[config.mk]
export PLATFORM = sky130hd
export DESIGN_NAME = buck_rail_voltage_regs
export DESIGN_NICKNAME = d
export VERILOG_FILES = /design/src/inc/rail_regs_pkg.sv /design/src/core/monitor_blank_timer.sv /design/src/core/buck_rail_voltage_regs.sv
export SDC_FILE = /design/constraint.sdc
export NUM_CORES = 1
export LEC_CHECK = 0
export BUFFER_PORTS_ARGS = -buffer_cell sky130_fd_sc_hd__buf_4
export CORE_ASPECT_RATIO = 1.2
export CORE_UTILIZATION = 61
export CTS_BUF_LIST = sky130_fd_sc_hd__clkbuf_8
export DETAILED_ROUTE_END_ITERATION = 6
export PLACE_DENSITY = 0.83
export SLEW_MARGIN = 20
export SYNTH_ARGS = -nofsm -noshare
export SYNTH_HDL_FRONTEND = slang
export SYNTH_SLANG_ARGS = --single-unit
[constraint.sdc]
create_clock -name clk_sys -period 7.9 [get_ports clk_sys]
set_input_delay 1.185 -clock clk_sys [delete_from_list [all_inputs] [get_ports clk_sys]]
set_output_delay 1.185 -clock clk_sys [all_outputs]
set_load 0.005 [all_outputs]
[src/inc/rail_regs_pkg.sv]
package rail_regs_pkg;

	// Register sub-addresses
	localparam logic [7:0]  ADDR_DDR_RAIL   = 8'h18;
	localparam logic [7:0]  ADDR_IO_RAIL    = 8'h19;

	// Field positions
	localparam int          SKIP_BIT        = 7;
	localparam int          RSVD_BIT        = 6;
	localparam int          CODE_W          = 6;

	// Reset values
	localparam logic [7:0]  DDR_RESET       = 8'h8c;
	localparam logic [7:0]  IO_RESET        = 8'hb2;
	localparam logic [7:0]  IO_STRAP_RESET  = 8'h9e;

	// Voltage code ladders, millivolts
	localparam logic [5:0]  DDR_KNEE        = 6'h1a;
	localparam logic [11:0] DDR_FINE_MV     = 12'h384;
	localparam logic [11:0] DDR_COARSE_MV   = 12'h640;
	localparam logic [5:0]  IO_KNEE         = 6'h0f;
	localparam logic [11:0] IO_FINE_MV      = 12'h497;
	localparam logic [11:0] IO_COARSE_MV    = 12'h640;
	localparam logic [11:0] FINE_STEP_MV    = 12'h019;
	localparam logic [11:0] COARSE_STEP_MV  = 12'h032;

	// Monitor blanking after an I/O rail write
	localparam int          CLK_HZ          = 10_000_000;
	localparam int          BLANK_TIME_MS   = 5;
	localparam int          BLANK_CYCLES    = BLANK_TIME_MS * (CLK_HZ / 1000);
	localparam int          BLANK_CNT_W     = 16;

	// Cycles the strap synchroniser needs after reset before it is trusted
	localparam logic [1:0]  STRAP_SETTLE    = 2'h2;

	typedef struct packed {
		logic               skip_en;
		logic               rsvd;
		logic [CODE_W-1:0]  code;
	} rail_reg_t;

	typedef struct packed {
		logic               wr;
		logic [7:0]         addr;
		logic [7:0]         wdata;
	} reg_req_t;

	typedef struct packed {
		rail_reg_t          ddr;
		rail_reg_t          io;
		logic [1:0]         strap_cnt;
		logic               strap_done;
		logic               strap_s1;
		logic               strap_s2;
		logic               ov_s1;
		logic               ov_s2;
		logic               uv_s1;
		logic               uv_s2;
		logic               ov;
		logic               uv;
		logic [7:0]         rd;
		logic [11:0]        ddr_mv;
		logic [11:0]        io_mv;
	} regs_state_t;

	typedef struct packed {
		logic                   active;
		logic [BLANK_CNT_W-1:0] cnt;
	} blank_state_t;

	// Two-slope code ladder: fine steps up to the knee, coarse steps above it
	function automatic logic [11:0] code_to_mv(
		input logic [5:0]  code,
		input logic [5:0]  knee,
		input logic [11:0] fine_base,
		input logic [11:0] coarse_base
	);
		logic [11:0] c;
		logic [11:0] k;
		c = {6'h00, code};
		k = {6'h00, knee};
		if (code <= knee) begin
			code_to_mv = 12'(fine_base + FINE_STEP_MV * c);
		end else begin
			code_to_mv = 12'(coarse_base + COARSE_STEP_MV * (c - k - 12'h001));
		end
	endfunction : code_to_mv

endpackage : rail_regs_pkg

[src/core/monitor_blank_timer.sv]
`timescale 1ns/100ps
module monitor_blank_timer #(
	parameter int BLANK_LEN = rail_regs_pkg::BLANK_CYCLES
) (
	// Clock and reset
	input  wire logic clk_sys,
	input  wire logic rst,
	// Control
	input  wire logic start,
	output logic      active
);

	rail_regs_pkg::blank_state_t state_q;
	rail_regs_pkg::blank_state_t state_d;

	// A new start restarts the full window, so back-to-back writes extend it
	always_comb begin
		state_d = state_q;
		if (start) begin
			state_d.active = 1'b1;
			state_d.cnt    = rail_regs_pkg::BLANK_CNT_W'(BLANK_LEN - 1);
		end else if (state_q.active) begin
			if (state_q.cnt == '0) begin
				state_d.active = 1'b0;
			end else begin
				state_d.cnt = state_q.cnt - 1'b1;
			end
		end
	end

	always_ff @(posedge clk_sys) begin
		if (rst) begin
			state_q <= '0;
		end else begin
			state_q <= state_d;
		end
	end

	assign active = state_q.active;

endmodule : monitor_blank_timer

[src/core/buck_rail_voltage_regs.sv]
`timescale 1ns/100ps
// Notes on behaviour
// - DDR rail six-bit code, reset 0xC, two slopes
// - I/O rail register at 0x19, resets 0xB2
// - Rail writes accepted only while unlocked
// - I/O rail write blanks monitors for 5 ms
// - Bit 7 pulse-skip enable, reset one
// - I/O rail six-bit code, reset 0x32
// - Strap may select another I/O default
module buck_rail_voltage_regs #(
	parameter int BLANK_LEN = rail_regs_pkg::BLANK_CYCLES
) (
	// Clock and reset
	input  wire logic                    clk_sys,
	input  wire logic                    rst,
	// Register access from the serial interface
	input  wire rail_regs_pkg::reg_req_t req,
	input  wire logic                    unlock_ok,
	output logic [7:0]                   rd_data,
	// Pins
	input  wire logic                    default_select_strap,
	input  wire logic                    ov_raw,
	input  wire logic                    uv_raw,
	// Rail controls
	output logic [5:0]                   ddr_buck_code,
	output logic                         ddr_skip_en,
	output logic [11:0]                  ddr_target_mv,
	output logic [5:0]                   io_buckboost_code,
	output logic                         light_load_skip_en,
	output logic [11:0]                  io_target_mv,
	// Monitor results
	output logic                         blanking,
	output logic                         ov_seen,
	output logic                         uv_seen
);

	rail_regs_pkg::regs_state_t state_q;
	rail_regs_pkg::regs_state_t state_d;
	logic                       wr_ddr;
	logic                       wr_io;
	logic                       blank_active;

	function automatic rail_regs_pkg::rail_reg_t to_rail(input logic [7:0] v);
		to_rail      = rail_regs_pkg::rail_reg_t'(v);
		to_rail.rsvd = 1'b0;
	endfunction : to_rail

	// Both ladders are decoded in logic, reset and checks, so keep one spelling of each
	function automatic logic [11:0] ddr_mv_of(input logic [5:0] code);
		ddr_mv_of = rail_regs_pkg::code_to_mv(code, rail_regs_pkg::DDR_KNEE, rail_regs_pkg::DDR_FINE_MV,
			rail_regs_pkg::DDR_COARSE_MV);
	endfunction : ddr_mv_of

	function automatic logic [11:0] io_mv_of(input logic [5:0] code);
		io_mv_of = rail_regs_pkg::code_to_mv(code, rail_regs_pkg::IO_KNEE, rail_regs_pkg::IO_FINE_MV,
			rail_regs_pkg::IO_COARSE_MV);
	endfunction : io_mv_of

	assign wr_ddr = req.wr && unlock_ok && req.addr == rail_regs_pkg::ADDR_DDR_RAIL;
	// A refused I/O write before the strap default lands must not open a blanking window either
	assign wr_io  = req.wr && unlock_ok && state_q.strap_done && req.addr == rail_regs_pkg::ADDR_IO_RAIL;

	monitor_blank_timer #(
		.BLANK_LEN (BLANK_LEN)
	) monitor_blank_timer_inst (
		.clk_sys (clk_sys),
		.rst     (rst),
		.start   (wr_io),
		.active  (blank_active)
	);

	always_comb begin
		state_d          = state_q;
		state_d.strap_s1 = default_select_strap;
		state_d.strap_s2 = state_q.strap_s1;
		state_d.ov_s1    = ov_raw;
		state_d.ov_s2    = state_q.ov_s1;
		state_d.uv_s1    = uv_raw;
		state_d.uv_s2    = state_q.uv_s1;
		// Strap is only trusted once the synchroniser has refilled after reset
		if (!state_q.strap_done) begin
			if (state_q.strap_cnt == rail_regs_pkg::STRAP_SETTLE) begin
				state_d.strap_done = 1'b1;
				if (state_q.strap_s2) begin
					state_d.io = to_rail(rail_regs_pkg::IO_STRAP_RESET);
				end
			end else begin
				state_d.strap_cnt = state_q.strap_cnt + 2'h1;
			end
		end else if (wr_io) begin
			state_d.io = to_rail(req.wdata);
		end
		if (wr_ddr) begin
			state_d.ddr = to_rail(req.wdata);
		end
		// I/O write in flight blanks too, so no glitch leaks in the write cycle
		state_d.ov = state_q.ov_s2 && !(blank_active || wr_io);
		state_d.uv = state_q.uv_s2 && !(blank_active || wr_io);
		case (req.addr)
			rail_regs_pkg::ADDR_DDR_RAIL: state_d.rd = state_q.ddr;
			rail_regs_pkg::ADDR_IO_RAIL:  state_d.rd = state_q.io;
			default:                      state_d.rd = 8'h00;
		endcase
		state_d.ddr_mv = ddr_mv_of(state_d.ddr.code);
		state_d.io_mv  = io_mv_of(state_d.io.code);
	end

	always_ff @(posedge clk_sys) begin
		if (rst) begin
			state_q        <= '0;
			state_q.ddr    <= rail_regs_pkg::rail_reg_t'(rail_regs_pkg::DDR_RESET);
			state_q.io     <= rail_regs_pkg::rail_reg_t'(rail_regs_pkg::IO_RESET);
			// Targets reset through the same ladders as the codes, so the pair never disagrees
			state_q.ddr_mv <= ddr_mv_of(rail_regs_pkg::DDR_RESET[5:0]);
			state_q.io_mv  <= io_mv_of(rail_regs_pkg::IO_RESET[5:0]);
		end else begin
			state_q <= state_d;
		end
	end

	assign rd_data            = state_q.rd;
	assign ddr_buck_code      = state_q.ddr.code;
	assign ddr_skip_en        = state_q.ddr.skip_en;
	assign ddr_target_mv      = state_q.ddr_mv;
	assign io_buckboost_code  = state_q.io.code;
	assign light_load_skip_en = state_q.io.skip_en;
	assign io_target_mv       = state_q.io_mv;
	assign blanking           = blank_active;
	assign ov_seen            = state_q.ov;
	assign uv_seen            = state_q.uv;
endmodule : buck_rail_voltage_regs

; After elaboration in Yosys (flattened, before gate mapping)
; Cells that the tools add are included.
[word_totals]
ff_bits = 75
in_bits = 23
output_inout_bits = 49
elab_cells = 76
[op_classes]
add_sub_neg = 10
n_mul = 4
order_cmp = 2
eq_ne = 5
mux = 14
n_bitwise = 3
n_reduce_logical = 17
[op_table]
columns = operator, count
row1 = 2-to-1 mux 17 bit, 2
row2 = 2-to-1 mux 8 bit, 4
row3 = "adder 11 x 12 -> 12 bit, first input constant", 2
row4 = "multiplier 5 x 12 -> 11 bit, first input constant", 2
row5 = 2-to-1 mux 12 bit, 2
row6 = "multiplier 5 x 6 -> 11 bit, first input constant", 2
row7 = "equality test 8 x 5 -> 1 bit, second input constant", 2
row8 = logical NOT 16 bit, 1
row9 = 2-to-1 mux 16 bit, 1
row10 = case mux 8 bit (2 select lines), 1
row11 = "subtractor 16 x 1 -> 16 bit, second input constant", 1
row12 = "subtractor 7 x 2 -> 8 bit, second input constant", 2
row13 = "adder 10 x 11 -> 12 bit, first input constant", 1
row14 = "adder 11 x 11 -> 12 bit, first input constant", 1
row15 = "subtractor 6 x 4 -> 7 bit, second input constant", 1
row16 = "subtractor 6 x 5 -> 7 bit, second input constant", 1
row17 = "<= comparator 6 x 4 -> 1 bit, second input constant", 1
row18 = "<= comparator 6 x 5 -> 1 bit, second input constant", 1
row19 = logical AND 1 bit, 6
row20 = 2-to-1 mux 6 bit, 1
row21 = AND reduction 2 bit, 3
row22 = nonzero test 2 bit, 3
row23 = 2-to-1 mux 1 bit, 3
row24 = NOT 1 bit, 3
row25 = 8 further kinds, 8

; Depth between registers and ports, before layout
; Gate-level depths: netlist of the first run.
[depth]
depth_word = 10
depth_mapped = 29
mapped_depth_nobuf = 28

; By module
; A second synthesis of the first run with hierarchy kept.
[hier_totals]
hier_cells = 711
hier_area_um2 = 6292.3
[by_module_without_submodules]
columns = mod, instances, cells_per_inst, area_each_um2, seq_area_each_um2
row1 = buck_rail_voltage_regs, 1, 600, 5338.9, 1141.1
row2 = monitor_blank_timer, 1, 111, 953.4, 340.3

; Worst setup path before layout of the first run
; Ideal clock, no wire load.
[synth_path]
path_type = in2reg
startpoint = input req[9] in the netlist's numbering
endpoint = register state_q (netlist bit io_target_mv[11])
setup_time_ps = 137
arrival_ps = 7007
t_required_ps = 7763
slack_ps = 757
path_stages = 27
n_path_buf = 2
cell_sequence = or4b_1 -> buf_2 -> or3_1 -> clkbuf_1 -> o21ai_0 -> inv_1 -> ha_1 -> a21o_1 -> a21oi_1 -> mux2i_1 -> or2_2 -> xnor2_1 -> nand2_1 -> xnor2_1 -> ha_1 -> ha_1 -> inv_1 -> fa_1 -> inv_1 -> ha_1 -> inv_1 -> o2111a_1 -> a311oi_1 -> nand3_1 -> a21o_1 -> a2111oi_1 -> a211oi_2
[synth_rtl]
columns = item, line_no
row1 = start: declaration, buck_rail_voltage_regs.sv:17  ; input wire rail_regs_pkg::reg_req_t req,
row2 = end signal: assignment, buck_rail_voltage_regs.sv:117  ; state_q <= state_d;
row3 = end: declaration, buck_rail_voltage_regs.sv:37  ; rail_regs_pkg::regs_state_t state_q;

==> impl_summary.txt, run 1 <==
----------------------------------------------------
[STA]
  Setup violators final ... 0
  Worst Max-Slew Pin Slew ... 1024 ps
  Peak clock frequency supported by timing ... 0.1355 GHz
  Clock skew after layout ... 11.17 ps
  Normalized max-slew margin ... 31.17%
  Crit share post-route ... 93.41%
  Setup total negative slack ... 0 ps
  Minimum clock period ... 7380 ps
  Final number of max-transition violations ... 0
  Hold violation count in the final report ... 0
  Setup repair after global routing missed its margin ... no
  Worst hold margin ... 438.6 ps

[Detailed routing]
  Overall via count from detail_route ... 4,818
  DRC errors left ... 0
  Number of vias per cell ... 5.629
  Routed wire per std cell ... 15.69 um
  Violation count after the first detailed-route iteration ... 196
  Final WL ... 13,430 um
  TritonRoute pass-1 iters ... 4
  Antenna Violating Nets Remaining ... 0

[Layout]
  Number of standard cells in the final layout excluding fillers ... 856
  Synth-to-Final Area Change ... 8.574%
  FILL cells ... 777
  Antenna diode instance count ... 0
  Area of all sequential standard cells ... 1481 um^2
  Number of nets in the final layout ... 867
  Multi-input combinational cell area ... 4090 um^2
  Post-layout util ... 68.09%
  Fraction of layout cells with a size suffix above 1 ... 15.34%
  Finished Cell Area ... 6782 um^2

[Global route]
  Global Route met2 Usage ... 51.21%
  Global-route track usage on met3 ... 3.562%
  Number of global-route vias before repair ... 4,953
  Pin count of the biggest net entering global routing ... 72
  Most utilized layer in the global route result ... met2
  Met1 track demand over resource ... 27.15%
  First-pass GRT wire length ... 22,200 um
  Overflow left after global routing ... 0
  Overall routing resource usage ... 26.49%
  Initial antenna violation count ... 0

[CTS]
  Count of clock tree sinks ... 74
  Number of cells upsized or downsized after cts ... 0
  Number of post-CTS setup repair buffers ... 0
  CTS clk-pin slew, worst paths ... 80 ps
  Number of buffers added by the clock tree synthesis step ... 9
  Maximum buffer depth of the clock tree ... 2
  Cell at the root of the clock tree ... sky130_fd_sc_hd__clkbuf_8
  Worst-Skew Late Latency ... 350 ps
  TritonCTS clock tree ... yes
  Number of H-tree levels ... 3
  Number of hold buffers added after cts ... 0

[Placement]
  HPWL after detailed placement ... 10,670 um
  Standard cell area after detailed placement ... 6574 um^2
  Number of cells in the design after placement ... 840
  Total of buffers placed on input and output ports ... 70
  Final RePlAce weighted congestion ... 0.9033

[Synth]
  Post-synthesis cell count ... 702
  Sequential element share of the synthesized area ... 23.72%
  Dominant synthesized flop cell ... sky130_fd_sc_hd__dfxtp_1
  Synth Cell Area ... 6246 um^2
  Area share of the largest cell type after synthesis ... 23.72%
  Post-synthesis register bit count ... 74
  Mapped Nets ... 844
  Mean Syn Cell Area ... 8.897 um^2
  Main area contributors after synthesis ... sky130_fd_sc_hd__dfxtp_1 (24%), sky130_fd_sc_hd__ha_1 (21%), sky130_fd_sc_hd__xnor2_1 (5.7%)
  Post-synth EDFFs ... 0
  Biggest area consumer among synthesized cells ... sky130_fd_sc_hd__dfxtp_1
  Syn. warnings ... 0
  FFs w/ async S/R, synth ... 0%
  Count of different cell masters after synthesis ... 69

[Worst setup path]
  Launch point of the worst path ... req[9]
  Critical Path End ... io_target_mv[11]
  Worst setup slack for register-to-register paths ... 1560 ps
  Startpoint types ... input port
  Reg-to-Reg Start ... state_q[41]
  Worst setup path class ... input port to register
  Req. time, crit path ... 8130 ps
  Worst reg2reg endpoint ... io_target_mv[11]
  Worst EP arrival ... 7610 ps
  Peak fanout along the critical path ... 7
  Critical Path Sink Type ... register
  Worst r2r path cells ... 26

[Power]
  Int Power ... 624.2 uW
  Power per unit of standard cell area ... 130.3 nW/um^2
  Relative contribution of combinational cells to total power ... 20.1%
  Sequential group share of total power ... 44.7%
  Worst IR Drop VDD ... 0.07433 mV
  Pleak ... 3.253 nW
  Power dissipated by switching net loads ... 259.1 uW
  Proportion of power drawn by the clock network ... 35.2%
  Sw Ratio ... 29.34%

[Die]
  Standard-cell row count ... 40
  Die Wd ... 94.38 um
  Initial Utilization ... 62.71%
  Area enclosed by the die boundary ... 10,650 um^2
  Placeable core area ... 9960 um^2
  Die boundary height ... 112.9 um
  I/O pin count ... 72

[Flow run]
  Max-cap violations ... 0

[Status]
  Status ... finished, final reports clean

[Worst hold path]
  Class of the most critical hold timing path ... register to register

----------------------------------------------------
-- state kept, by name, indices dropped and copies added, names as in the netlist --
name and count:
monitor_blank_timer_inst.state_q 16, ddr_target_mv 12, io_target_mv 12, rd_data 8
ddr_buck_code 6, io_buckboost_code 6, state_q 6, state_d 3
ddr_skip_en 1, light_load_skip_en 1, monitor_blank_timer_inst.active 1, ov_seen 1
uv_seen 1
-- power by group through the flow --
stage / clock (mW) / combinational (mW) / sequential (mW)
6_report: 0.311 / 0.178 / 0.395
3_3_place_gp: 0 / 0.169 / 0.403
5_1_grt: 0.332 / 0.200 / 0.397
2_1_floorplan: 0 / 0.135 / 0.401
4_1_cts: 0.312 / 0.179 / 0.395
3_5_place_dp: 0 / 0.176 / 0.404
-- final cells by class --
class,instances,share of cell area (%)
clock inverter,6,0.9779
tap,126,2.325
sequential,74,21.85
inverter,70,3.875
multi-input combinational,492,60.31
clock buffer,10,2.030
timing repair buffer,78,8.635
-- kinds of logic (layout without fill, tap and decap cells) --
| logic type | count (synthesis) | count (layout) | share of synthesized area [%] |
|---|---|---|---|
| adder cells (fa/ha/maj) | 119 | 119 | 25.52 |
| flip-flops | 74 | 74 | 23.72 |
| buffers and inverters | 136 | 164 | 10.86 |
| multiplexers | 21 | 21 | 3.626 |
| other | 1 | 1 | 0.06004 |
| XOR/XNOR | 64 | 64 | 9.094 |
| AND/OR/NAND/NOR | 179 | 179 | 14.84 |
| AO/OA/AOI/OAI | 108 | 108 | 12.28 |
-- how the worst min path moves through the flow --
stage	start	end	depth (start not counted)
5_1_grt	state_d[34]	state_q[34]	1
4_1_cts	state_d[36]	state_q[36]	1
6_report	state_d[36]	state_q[36]	1
3_5_place_dp	state_d[36]	state_q[36]	1
2_1_floorplan	state_d[34]	state_q[34]	1
3_3_place_gp	state_d[34]	state_q[34]	1
-- per-stage QoR --
stage / setup WS [ps] / power (mW)
5_1_grt: 131.9 / 0.9290
6_report: 520.3 / 0.8833
3_5_place_dp: 177.9 / 0.5802
2_1_floorplan: 756.6 / 0.5366
4_1_cts: 526.8 / 0.8857
3_3_place_gp: 379.6 / 0.5723
-- worst max-delay path, cell delays in order --
cell	delay [ps]
sky130_fd_sc_hd__buf_4	110
sky130_fd_sc_hd__or4b_1	660
sky130_fd_sc_hd__nor3_1	390
sky130_fd_sc_hd__mux2_2	480
sky130_fd_sc_hd__inv_1	210
sky130_fd_sc_hd__ha_1	280
sky130_fd_sc_hd__buf_4	170
sky130_fd_sc_hd__nand4_1	100
sky130_fd_sc_hd__mux2i_1	240
sky130_fd_sc_hd__o21ai_0	210
sky130_fd_sc_hd__nand2_1	180
sky130_fd_sc_hd__xor2_1	400
sky130_fd_sc_hd__ha_1	320
sky130_fd_sc_hd__ha_1	280
sky130_fd_sc_hd__inv_1	50
sky130_fd_sc_hd__fa_1	500
sky130_fd_sc_hd__inv_1	40
sky130_fd_sc_hd__ha_1	340
sky130_fd_sc_hd__nor3_1	70
sky130_fd_sc_hd__a21o_1	150
sky130_fd_sc_hd__a311oi_1	360
sky130_fd_sc_hd__nand3_1	170
sky130_fd_sc_hd__a21o_1	210
sky130_fd_sc_hd__a2111oi_1	450
sky130_fd_sc_hd__a211oi_2	60
-- cell usage after synthesis (all sizes together) (3+ instances only) --
master and number:
a2111oi 3, a211o 8, a211oi 10, a21boi 4, a21o 11, a21oi 37, and2 3, buf 48
clkbuf 18, dfxtp 74, fa 14, ha 105, inv 69, mux2 3, mux2i 17, nand2 27
nand2b 10, nand3 10, nor2 56, nor2b 10, nor3 24, nor4 6, nor4b 3, o21ai 11
o21bai 8, or2 3, or3 9, or4 4, xnor2 41, xor2 23
-- placed cells by master, fill, tap and decap left out, types with 3 or more instances in the layout --
cell type / n
sky130_fd_sc_hd__or3_1: 7
sky130_fd_sc_hd__or2_2: 3
sky130_fd_sc_hd__or4_1: 4
sky130_fd_sc_hd__a21o_1: 11
sky130_fd_sc_hd__buf_4: 78
sky130_fd_sc_hd__nand2_1: 27
sky130_fd_sc_hd__a211o_1: 8
sky130_fd_sc_hd__a211oi_1: 8
sky130_fd_sc_hd__a21boi_0: 3
sky130_fd_sc_hd__mux2i_1: 17
sky130_fd_sc_hd__dfxtp_1: 74
sky130_fd_sc_hd__xnor2_1: 41
sky130_fd_sc_hd__xor2_1: 22
sky130_fd_sc_hd__a21oi_1: 37
sky130_fd_sc_hd__nor4_1: 5
sky130_fd_sc_hd__nand2b_1: 10
sky130_fd_sc_hd__inv_1: 69
sky130_fd_sc_hd__mux2_2: 3
sky130_fd_sc_hd__o21bai_1: 8
sky130_fd_sc_hd__and2_1: 3
sky130_fd_sc_hd__nor2_1: 56
sky130_fd_sc_hd__nand3_1: 10
sky130_fd_sc_hd__o21ai_0: 11
sky130_fd_sc_hd__clkbuf_8: 10
sky130_fd_sc_hd__nor3_1: 24
sky130_fd_sc_hd__ha_1: 105
sky130_fd_sc_hd__nor2b_1: 10
sky130_fd_sc_hd__nor4b_1: 3
sky130_fd_sc_hd__fa_1: 14
-- metal layers --
layer | wire [um] | part of all wire, % | vias to the layer above
met5 | 0 | 0 | -
met4 | 442 | 3.3 | 0
met3 | 503 | 3.7 | 32
met2 | 7431 | 55 | 112
met1 | 5054 | 38 | 2288
li1 | - | - | 2386
Power figures use the tool's default switching activity.
==> inputs of run 2 (changes only) <==
==> constraint.sdc (replaced) <==
create_clock -name clk_sys -period 7 [get_ports clk_sys]
set_input_delay 1.05 -clock clk_sys [delete_from_list [all_inputs] [get_ports clk_sys]]
set_output_delay 1.05 -clock clk_sys [all_outputs]
set_load 0.005 [all_outputs]
==> run 2 against run 1 <==
  * Final area rose by 3.7%
  * Global-route usage rose by 2.2 points
  * First-iteration DRC count rose by 54%
  * Final cell count rose by 3.3%
==> impl_summary.txt, run 2 (same netlist as run 1, synthesis figures left out) <==
----------------------------------------------------
[Detailed routing]
  Violation count after the first detailed-route iteration ... 302
  Final WL ... 14,500 um
  DRC errors left ... 0
  TritonRoute pass-1 iters ... 4
  Routed wire per std cell ... 16.40 um
  Uppermost metal layer occupied by signal nets ... met4
  Antenna Violating Nets Remaining ... 0
  Number of vias per cell ... 5.740
  Met1 wire length ... 5299 um
  Total length of routed met2 wires ... 7887 um
  Total length of routed met3 wires ... 557 um
  Overall via count from detail_route ... 5,074

[Worst setup path]
  Crit-path most repeated cell ... sky130_fd_sc_hd__ha_1
  Worst reg2reg endpoint ... io_target_mv[11]
  Worst EP arrival ... 7030 ps
  Startpoint types ... input port
  Largest stage delay, worst path ... 610 ps
  Req. time, crit path ... 7270 ps
  Reg-to-Reg Start ... state_q[41]
  Crit path max-delay cell type ... sky130_fd_sc_hd__or4b_2
  Worst setup path class ... input port to register
  Critical Path Sink Type ... register
  Worst setup slack for register-to-register paths ... 1000 ps
  Peak fanout along the critical path ... 4
  Worst r2r path cells ... 27

[CTS]
  Maximum buffer depth of the clock tree ... 2
  TritonCTS clock tree ... yes
  Worst-Skew Late Latency ... 360 ps
  CTS clk-pin slew, worst paths ... 80 ps
  Number of buffers added by the clock tree synthesis step ... 9
  Number of hold buffers added after cts ... 0
  Count of clock tree sinks ... 74
  Cell at the root of the clock tree ... sky130_fd_sc_hd__clkbuf_8
  Number of H-tree levels ... 3

[Worst hold path]
  Hold path endpoint ... state_q[34]
  Hold path start ... state_d[34]
  Number of cells traversed by the worst hold path ... 1
  Class of the most critical hold timing path ... register to register

[Global route]
  Overall routing resource usage ... 28.65%
  Overflow left after global routing ... 0
  Pin count of the biggest net entering global routing ... 72
  Initial antenna violation count ... 0
  First-pass GRT wire length ... 23,780 um
  Number of global-route vias before repair ... 5,341

[Layout]
  Finished Cell Area ... 7029 um^2
  FILL cells ... 732
  Fraction of layout cells with a size suffix above 1 ... 19.13%
  Number of flip-flops in the largest register ... 16
  Register ranked first by flip-flop count ... monitor_blank_timer_inst.state_q
  Leading cell type in the layout, fill and taps excluded ... sky130_fd_sc_hd__buf_4
  Synth-to-Final Area Change ... 12.54%
  Number of standard cells in the final layout excluding fillers ... 884
  Most frequent cells in the layout ... sky130_fd_sc_hd__buf_4 (107), sky130_fd_sc_hd__ha_1 (104), sky130_fd_sc_hd__dfxtp_1 (74)
  Number of nets in the final layout ... 896
  Antenna diode instance count ... 0

[Flow run]
  Max-cap violations ... 0

[Placement]
  HPWL after detailed placement ... 11,260 um
  Final RePlAce weighted congestion ... 0.9086
  Post-Place Worst Slack ... -204.4 ps
  Standard cell area after detailed placement ... 6777 um^2
  Number of cells in the design after placement ... 867
  Total of buffers placed on input and output ports ... 70

[Die]
  Die Wd ... 94.38 um
  I/O pin count ... 72
  Placeable core area ... 9960 um^2
  Initial Utilization ... 62.71%
  Standard-cell row count ... 40
  Die boundary height ... 112.9 um
  Area enclosed by the die boundary ... 10,650 um^2

[STA]
  Normalized max-slew margin ... 34.92%
  Peak clock frequency supported by timing ... 0.1481 GHz
  Crit share post-route ... 96.48%
  Hold violation count in the final report ... 0
  Final number of max-transition violations ... 0
  Final worst-path setup slack ... 246.5 ps
  Setup violators final ... 0
  Clock skew after layout ... 6.637 ps
  Minimum clock period ... 6753 ps
  Worst Max-Slew Pin Slew ... 967.9 ps

[Status]
  Status ... finished, final reports clean

[Power]
  Power per unit of standard cell area ... 143.0 nW/um^2
  Pwr Total ... 1.005 mW
  Pleak ... 3.395 nW
  Worst IR Drop VDD ... 0.1093 mV

----------------------------------------------------
==> run 2: cell types whose count changed in the layout (fill, tap and decap cells not counted), sizes merged <==
| cell | before | now |
|---|---|---|
| clkinvlp | 2 | 0 |
| clkinv | 2 | 4 |
| inv | 71 | 70 |
| buf | 78 | 107 |
==> run 2: layout make-up <==
| cell class | instances | area (um^2) | share of cell area [%] |
|---|---|---|---|
| clock buffer | 10 | 137.6 | 1.958 |
| multi-input combinational | 492 | 4130 | 58.76 |
| sequential | 74 | 1481 | 21.08 |
| clock inverter | 5 | 56.30 | 0.8010 |
| inverter | 70 | 262.8 | 3.738 |
| tap | 126 | 157.7 | 2.243 |
| timing repair buffer | 107 | 803.3 | 11.43 |
==> run 2: report_power, final <==
| part | internal, mW | switching, mW | leakage [nW] | total (mW) |
|---|---|---|---|---|
| combinational | 0.101 | 0.116 | 2.69 | 0.216 |
| clock | 0.172 | 0.171 | 0.104 | 0.343 |
| sequential | 0.437 | 0.00911 | 0.600 | 0.446 |
| total | 0.710 | 0.295 | 3.40 | 1.01 |
==> run 2: how the worst max path moves through the flow <==
stage / endpoint / from / slack [ps] / cells past startpoint
after floorplan: io_target_mv[11] / req[9] / 110 / 27
after global placement: io_target_mv[11] / req[9] / 50 / 26
after detailed placement: io_target_mv[11] / req[9] / -200 / 26
after CTS: io_target_mv[11] / req[9] / 90 / 26
after global routing: ddr_target_mv[11] / req[9] / -30 / 25
final: ddr_target_mv[11] / req[9] / 250 / 25
==> run 2: worst max-delay path, delay by kind of cell <==
| kind | cells | cell delay, ps |
|---|---|---|
| adders and majority gates | 5 | 1700 |
| buffers and inverters | 4 | 450 |
| muxes | 2 | 720 |
| AOI/OAI and AO/OA | 5 | 910 |
| and+or+nand+nor | 7 | 1900 |
| xor gates and xnor gates | 2 | 310 |
==> run 2: layer usage <==
| layer | up-vias | track usage, % |
|---|---|---|
| met5 | - | 0 |
| li1 | 2442 | - |
| met4 | 0 | 16.21 |
| met1 | 2422 | 28.40 |
| met2 | 146 | 54.30 |
| met3 | 64 | 5.444 |
==> run 2: repair_timing <==
action                                  CTS  global route
endpoints found under the setup margin    0             2
resized for setup                         0             7
buffers inserted                          0             2
==> run 2: through the flow <==
step	hold WS [ps]	utilization (%)	TNS (ps)
floorplan	413.8	-	0
global placement	418.3	68.04	0
detailed placement	428.1	68.04	-309.6
CTS	446.8	69.99	0
global route	464.4	70.58	-30.26
finish	443.0	70.58	0
==> inputs of run 3 (changes only) <==
--- a/config.mk
+++ b/config.mk
@@ -7,10 +7,9 @@
 export LEC_CHECK = 0
 export BUFFER_PORTS_ARGS = -buffer_cell sky130_fd_sc_hd__buf_4
 export CORE_ASPECT_RATIO = 1.2
-export CORE_UTILIZATION = 61
+export CORE_UTILIZATION = 35
 export CTS_BUF_LIST = sky130_fd_sc_hd__clkbuf_8
 export DETAILED_ROUTE_END_ITERATION = 6
-export PLACE_DENSITY = 0.83
 export SLEW_MARGIN = 20
 export SYNTH_ARGS = -nofsm -noshare
 export SYNTH_HDL_FRONTEND = slang
==> constraint.sdc (replaced) <==
create_clock -name clk_sys -period 7 [get_ports clk_sys]
set_input_delay 0.35 -clock clk_sys [delete_from_list [all_inputs] [get_ports clk_sys]]
set_output_delay 0.35 -clock clk_sys [all_outputs]
set_load 0.005 [all_outputs]
==> run 3 against run 2 <==
  * Die area rose by 73%
  * The run now ends with design-rule violations left
  * Hold slack worse by 250 ps
  * Wire length is 4.5% lower
  * Count of clock-buffer cells in the layout shrank 1
  * Core utilization shrank 31 points
  * Clock power is 1% lower
  * Via count is 7.8% lower
  * Register-to-register slack got worse by 220 ps
  * Flip-flop and latch count stayed put
  * Critical endpoint is now io_target_mv[11]
  * Critical path depth rose by 1
==> impl_summary.txt, run 3 (same netlist as run 1, synthesis figures left out) <==
----------------------------------------------------
[CTS]
  Number of cells upsized or downsized after cts ... 0
  Number of post-CTS setup repair buffers ... 0
  Number of buffers added by the clock tree synthesis step ... 9
  TritonCTS clock tree ... yes
  Number of H-tree levels ... 3
  Maximum buffer depth of the clock tree ... 2
  CTS clk-pin slew, worst paths ... 80 ps
  Worst-Skew Late Latency ... 360 ps
  Cell at the root of the clock tree ... sky130_fd_sc_hd__clkbuf_8
  Number of hold buffers added after cts ... 0
  Count of clock tree sinks ... 74

[Global route]
  First-pass GRT wire length ... 23,220 um
  Overflow left after global routing ... 0
  Number of global-route vias before repair ... 4,663
  Pin count of the biggest net entering global routing ... 72
  Initial antenna violation count ... 0
  Overall routing resource usage ... 16.40%

[Power]
  Relative contribution of combinational cells to total power ... 20.5%
  Sequential group share of total power ... 45.2%
  Proportion of power drawn by the clock network ... 34.3%
  Pleak ... 3.302 nW
  Power dissipated by switching net loads ... 288.7 uW
  Int Power ... 696.5 uW
  Worst IR Drop VDD ... 0.07940 mV
  Sw Ratio ... 29.30%
  Power per unit of standard cell area ... 141.3 nW/um^2

[Status]
  Status ... finished, violations left
  Violations in the final reports ... design-rule violations

[STA]
  Hold violation count in the final report ... 0
  Setup total negative slack ... 0 ps
  Worst hold margin ... 193.0 ps
  Crit share post-route ... 90.00%
  Final number of max-transition violations ... 0
  Minimum clock period ... 6300 ps
  Clock skew after layout ... 11.12 ps
  Setup violators final ... 0
  Normalized max-slew margin ... 35.76%
  Setup repair after global routing missed its margin ... no
  Peak clock frequency supported by timing ... 0.1587 GHz
  Worst Max-Slew Pin Slew ... 955.4 ps

[Detailed routing]
  Final WL ... 13,850 um
  Number of vias per cell ... 4.866
  Overall via count from detail_route ... 4,676
  DRC errors left ... 2
  TritonRoute pass-1 iters ... 6
  Antenna Violating Nets Remaining ... 0
  Violation count after the first detailed-route iteration ... 138
  Routed wire per std cell ... 14.41 um

[Worst setup path]
  Critical Path Sink Type ... register
  Worst setup path class ... input port to register
  Req. time, crit path ... 7240 ps
  Startpoint types ... input port
  Worst setup slack for register-to-register paths ... 780 ps
  Peak fanout along the critical path ... 7
  Worst EP arrival ... 6540 ps

[Layout]
  Register ranked first by flip-flop count ... monitor_blank_timer_inst.state_q
  Fraction of layout cells with a size suffix above 1 ... 16.60%
  Number of flip-flops in the largest register ... 16
  Antenna diode instance count ... 0
  Leading cell type in the layout, fill and taps excluded ... sky130_fd_sc_hd__ha_1
  Synth-to-Final Area Change ... 11.64%
  Most frequent cells in the layout ... sky130_fd_sc_hd__ha_1 (105), sky130_fd_sc_hd__buf_4 (90), sky130_fd_sc_hd__dfxtp_1 (74)
  Finished Cell Area ... 6973 um^2
  Number of nets in the final layout ... 879
  Post-layout util ... 39.83%

[Die]
  Placeable core area ... 17,510 um^2
  Die boundary height ... 148.3 um
  Area enclosed by the die boundary ... 18,390 um^2
  I/O pin count ... 72
  Die Wd ... 124.0 um
  Initial Utilization ... 35.68%
  Standard-cell row count ... 53

[Placement]
  Final RePlAce weighted congestion ... 0.7956
  Standard cell area after detailed placement ... 6782 um^2
  Total of buffers placed on input and output ports ... 70
  HPWL after detailed placement ... 10,980 um

[Worst hold path]
  Class of the most critical hold timing path ... input port to register

[Flow run]
  Max-cap violations ... 0

----------------------------------------------------
==> run 3: power groups by stage <==
stage / Combinational [mW] / Clock, mW / Sequential, mW
floorplan: 0.153 / 0 / 0.453
global placement: 0.200 / 0 / 0.455
detailed placement: 0.201 / 0 / 0.455
CTS: 0.206 / 0.349 / 0.446
global route: 0.231 / 0.368 / 0.448
finish: 0.202 / 0.338 / 0.445
==> run 3: layout make-up <==
class | count | area [um^2]
fill | 1821 | 10530
clock inverter | 6 | 67.56
timing repair buffer | 90 | 675.6
tap | 220 | 275.3
clock buffer | 9 | 123.9
inverter | 70 | 262.8
multi-input combinational | 492 | 4086
sequential | 74 | 1481
==> run 3: routing by layer <==
metal / GRT usage (%) / up-vias / wire (um)
met2: 29.81 / 61 / 7225
li1: - / 2410 / -
met1: 19.45 / 2183 / 6046
met5: 0 / - / 0
met3: 2.339 / 22 / 327
met4: 5.238 / 0 / 247
==> run 3: metrics by stage <==
stage | std cells | worst slack, ps | power [mW]
finish | 961 | 700.1 | 0.9852
global route | 961 | 247.0 | 1.047
global placement | 946 | 349.4 | 0.6553
detailed placement | 946 | 274.2 | 0.6565
CTS | 961 | 683.9 | 1.001
floorplan | 702 | 691.6 | 0.6056
==> run 3: critical path, cell delays in order <==
cell and delay [ps]:
sky130_fd_sc_hd__buf_4 110, sky130_fd_sc_hd__or4b_1 650, sky130_fd_sc_hd__nor3_1 420, sky130_fd_sc_hd__mux2_2 480
sky130_fd_sc_hd__inv_1 100, sky130_fd_sc_hd__ha_1 260, sky130_fd_sc_hd__nand3_1 100, sky130_fd_sc_hd__a21oi_1 160
sky130_fd_sc_hd__mux2i_1 140, sky130_fd_sc_hd__or2_2 350, sky130_fd_sc_hd__xnor2_1 140, sky130_fd_sc_hd__nand2_1 110
sky130_fd_sc_hd__xnor2_1 150, sky130_fd_sc_hd__ha_1 300, sky130_fd_sc_hd__ha_1 280, sky130_fd_sc_hd__inv_1 50
sky130_fd_sc_hd__fa_1 490, sky130_fd_sc_hd__inv_1 40, sky130_fd_sc_hd__ha_1 320, sky130_fd_sc_hd__o21ai_0 120
sky130_fd_sc_hd__a21boi_0 150, sky130_fd_sc_hd__o21a_1 190, sky130_fd_sc_hd__or3_1 340, sky130_fd_sc_hd__a21o_1 220
sky130_fd_sc_hd__a2111oi_1 460, sky130_fd_sc_hd__a211oi_2 50
==> run 3: worst paths after layout <==
path,from,endpoint,cells after the start
worst max-delay path,req[9],io_target_mv[11],26
worst min-delay path,ov_raw,state_d[36],2
worst max register to register,state_q[41],io_target_mv[11],27
worst min register to register,state_d[36],state_q[36],1
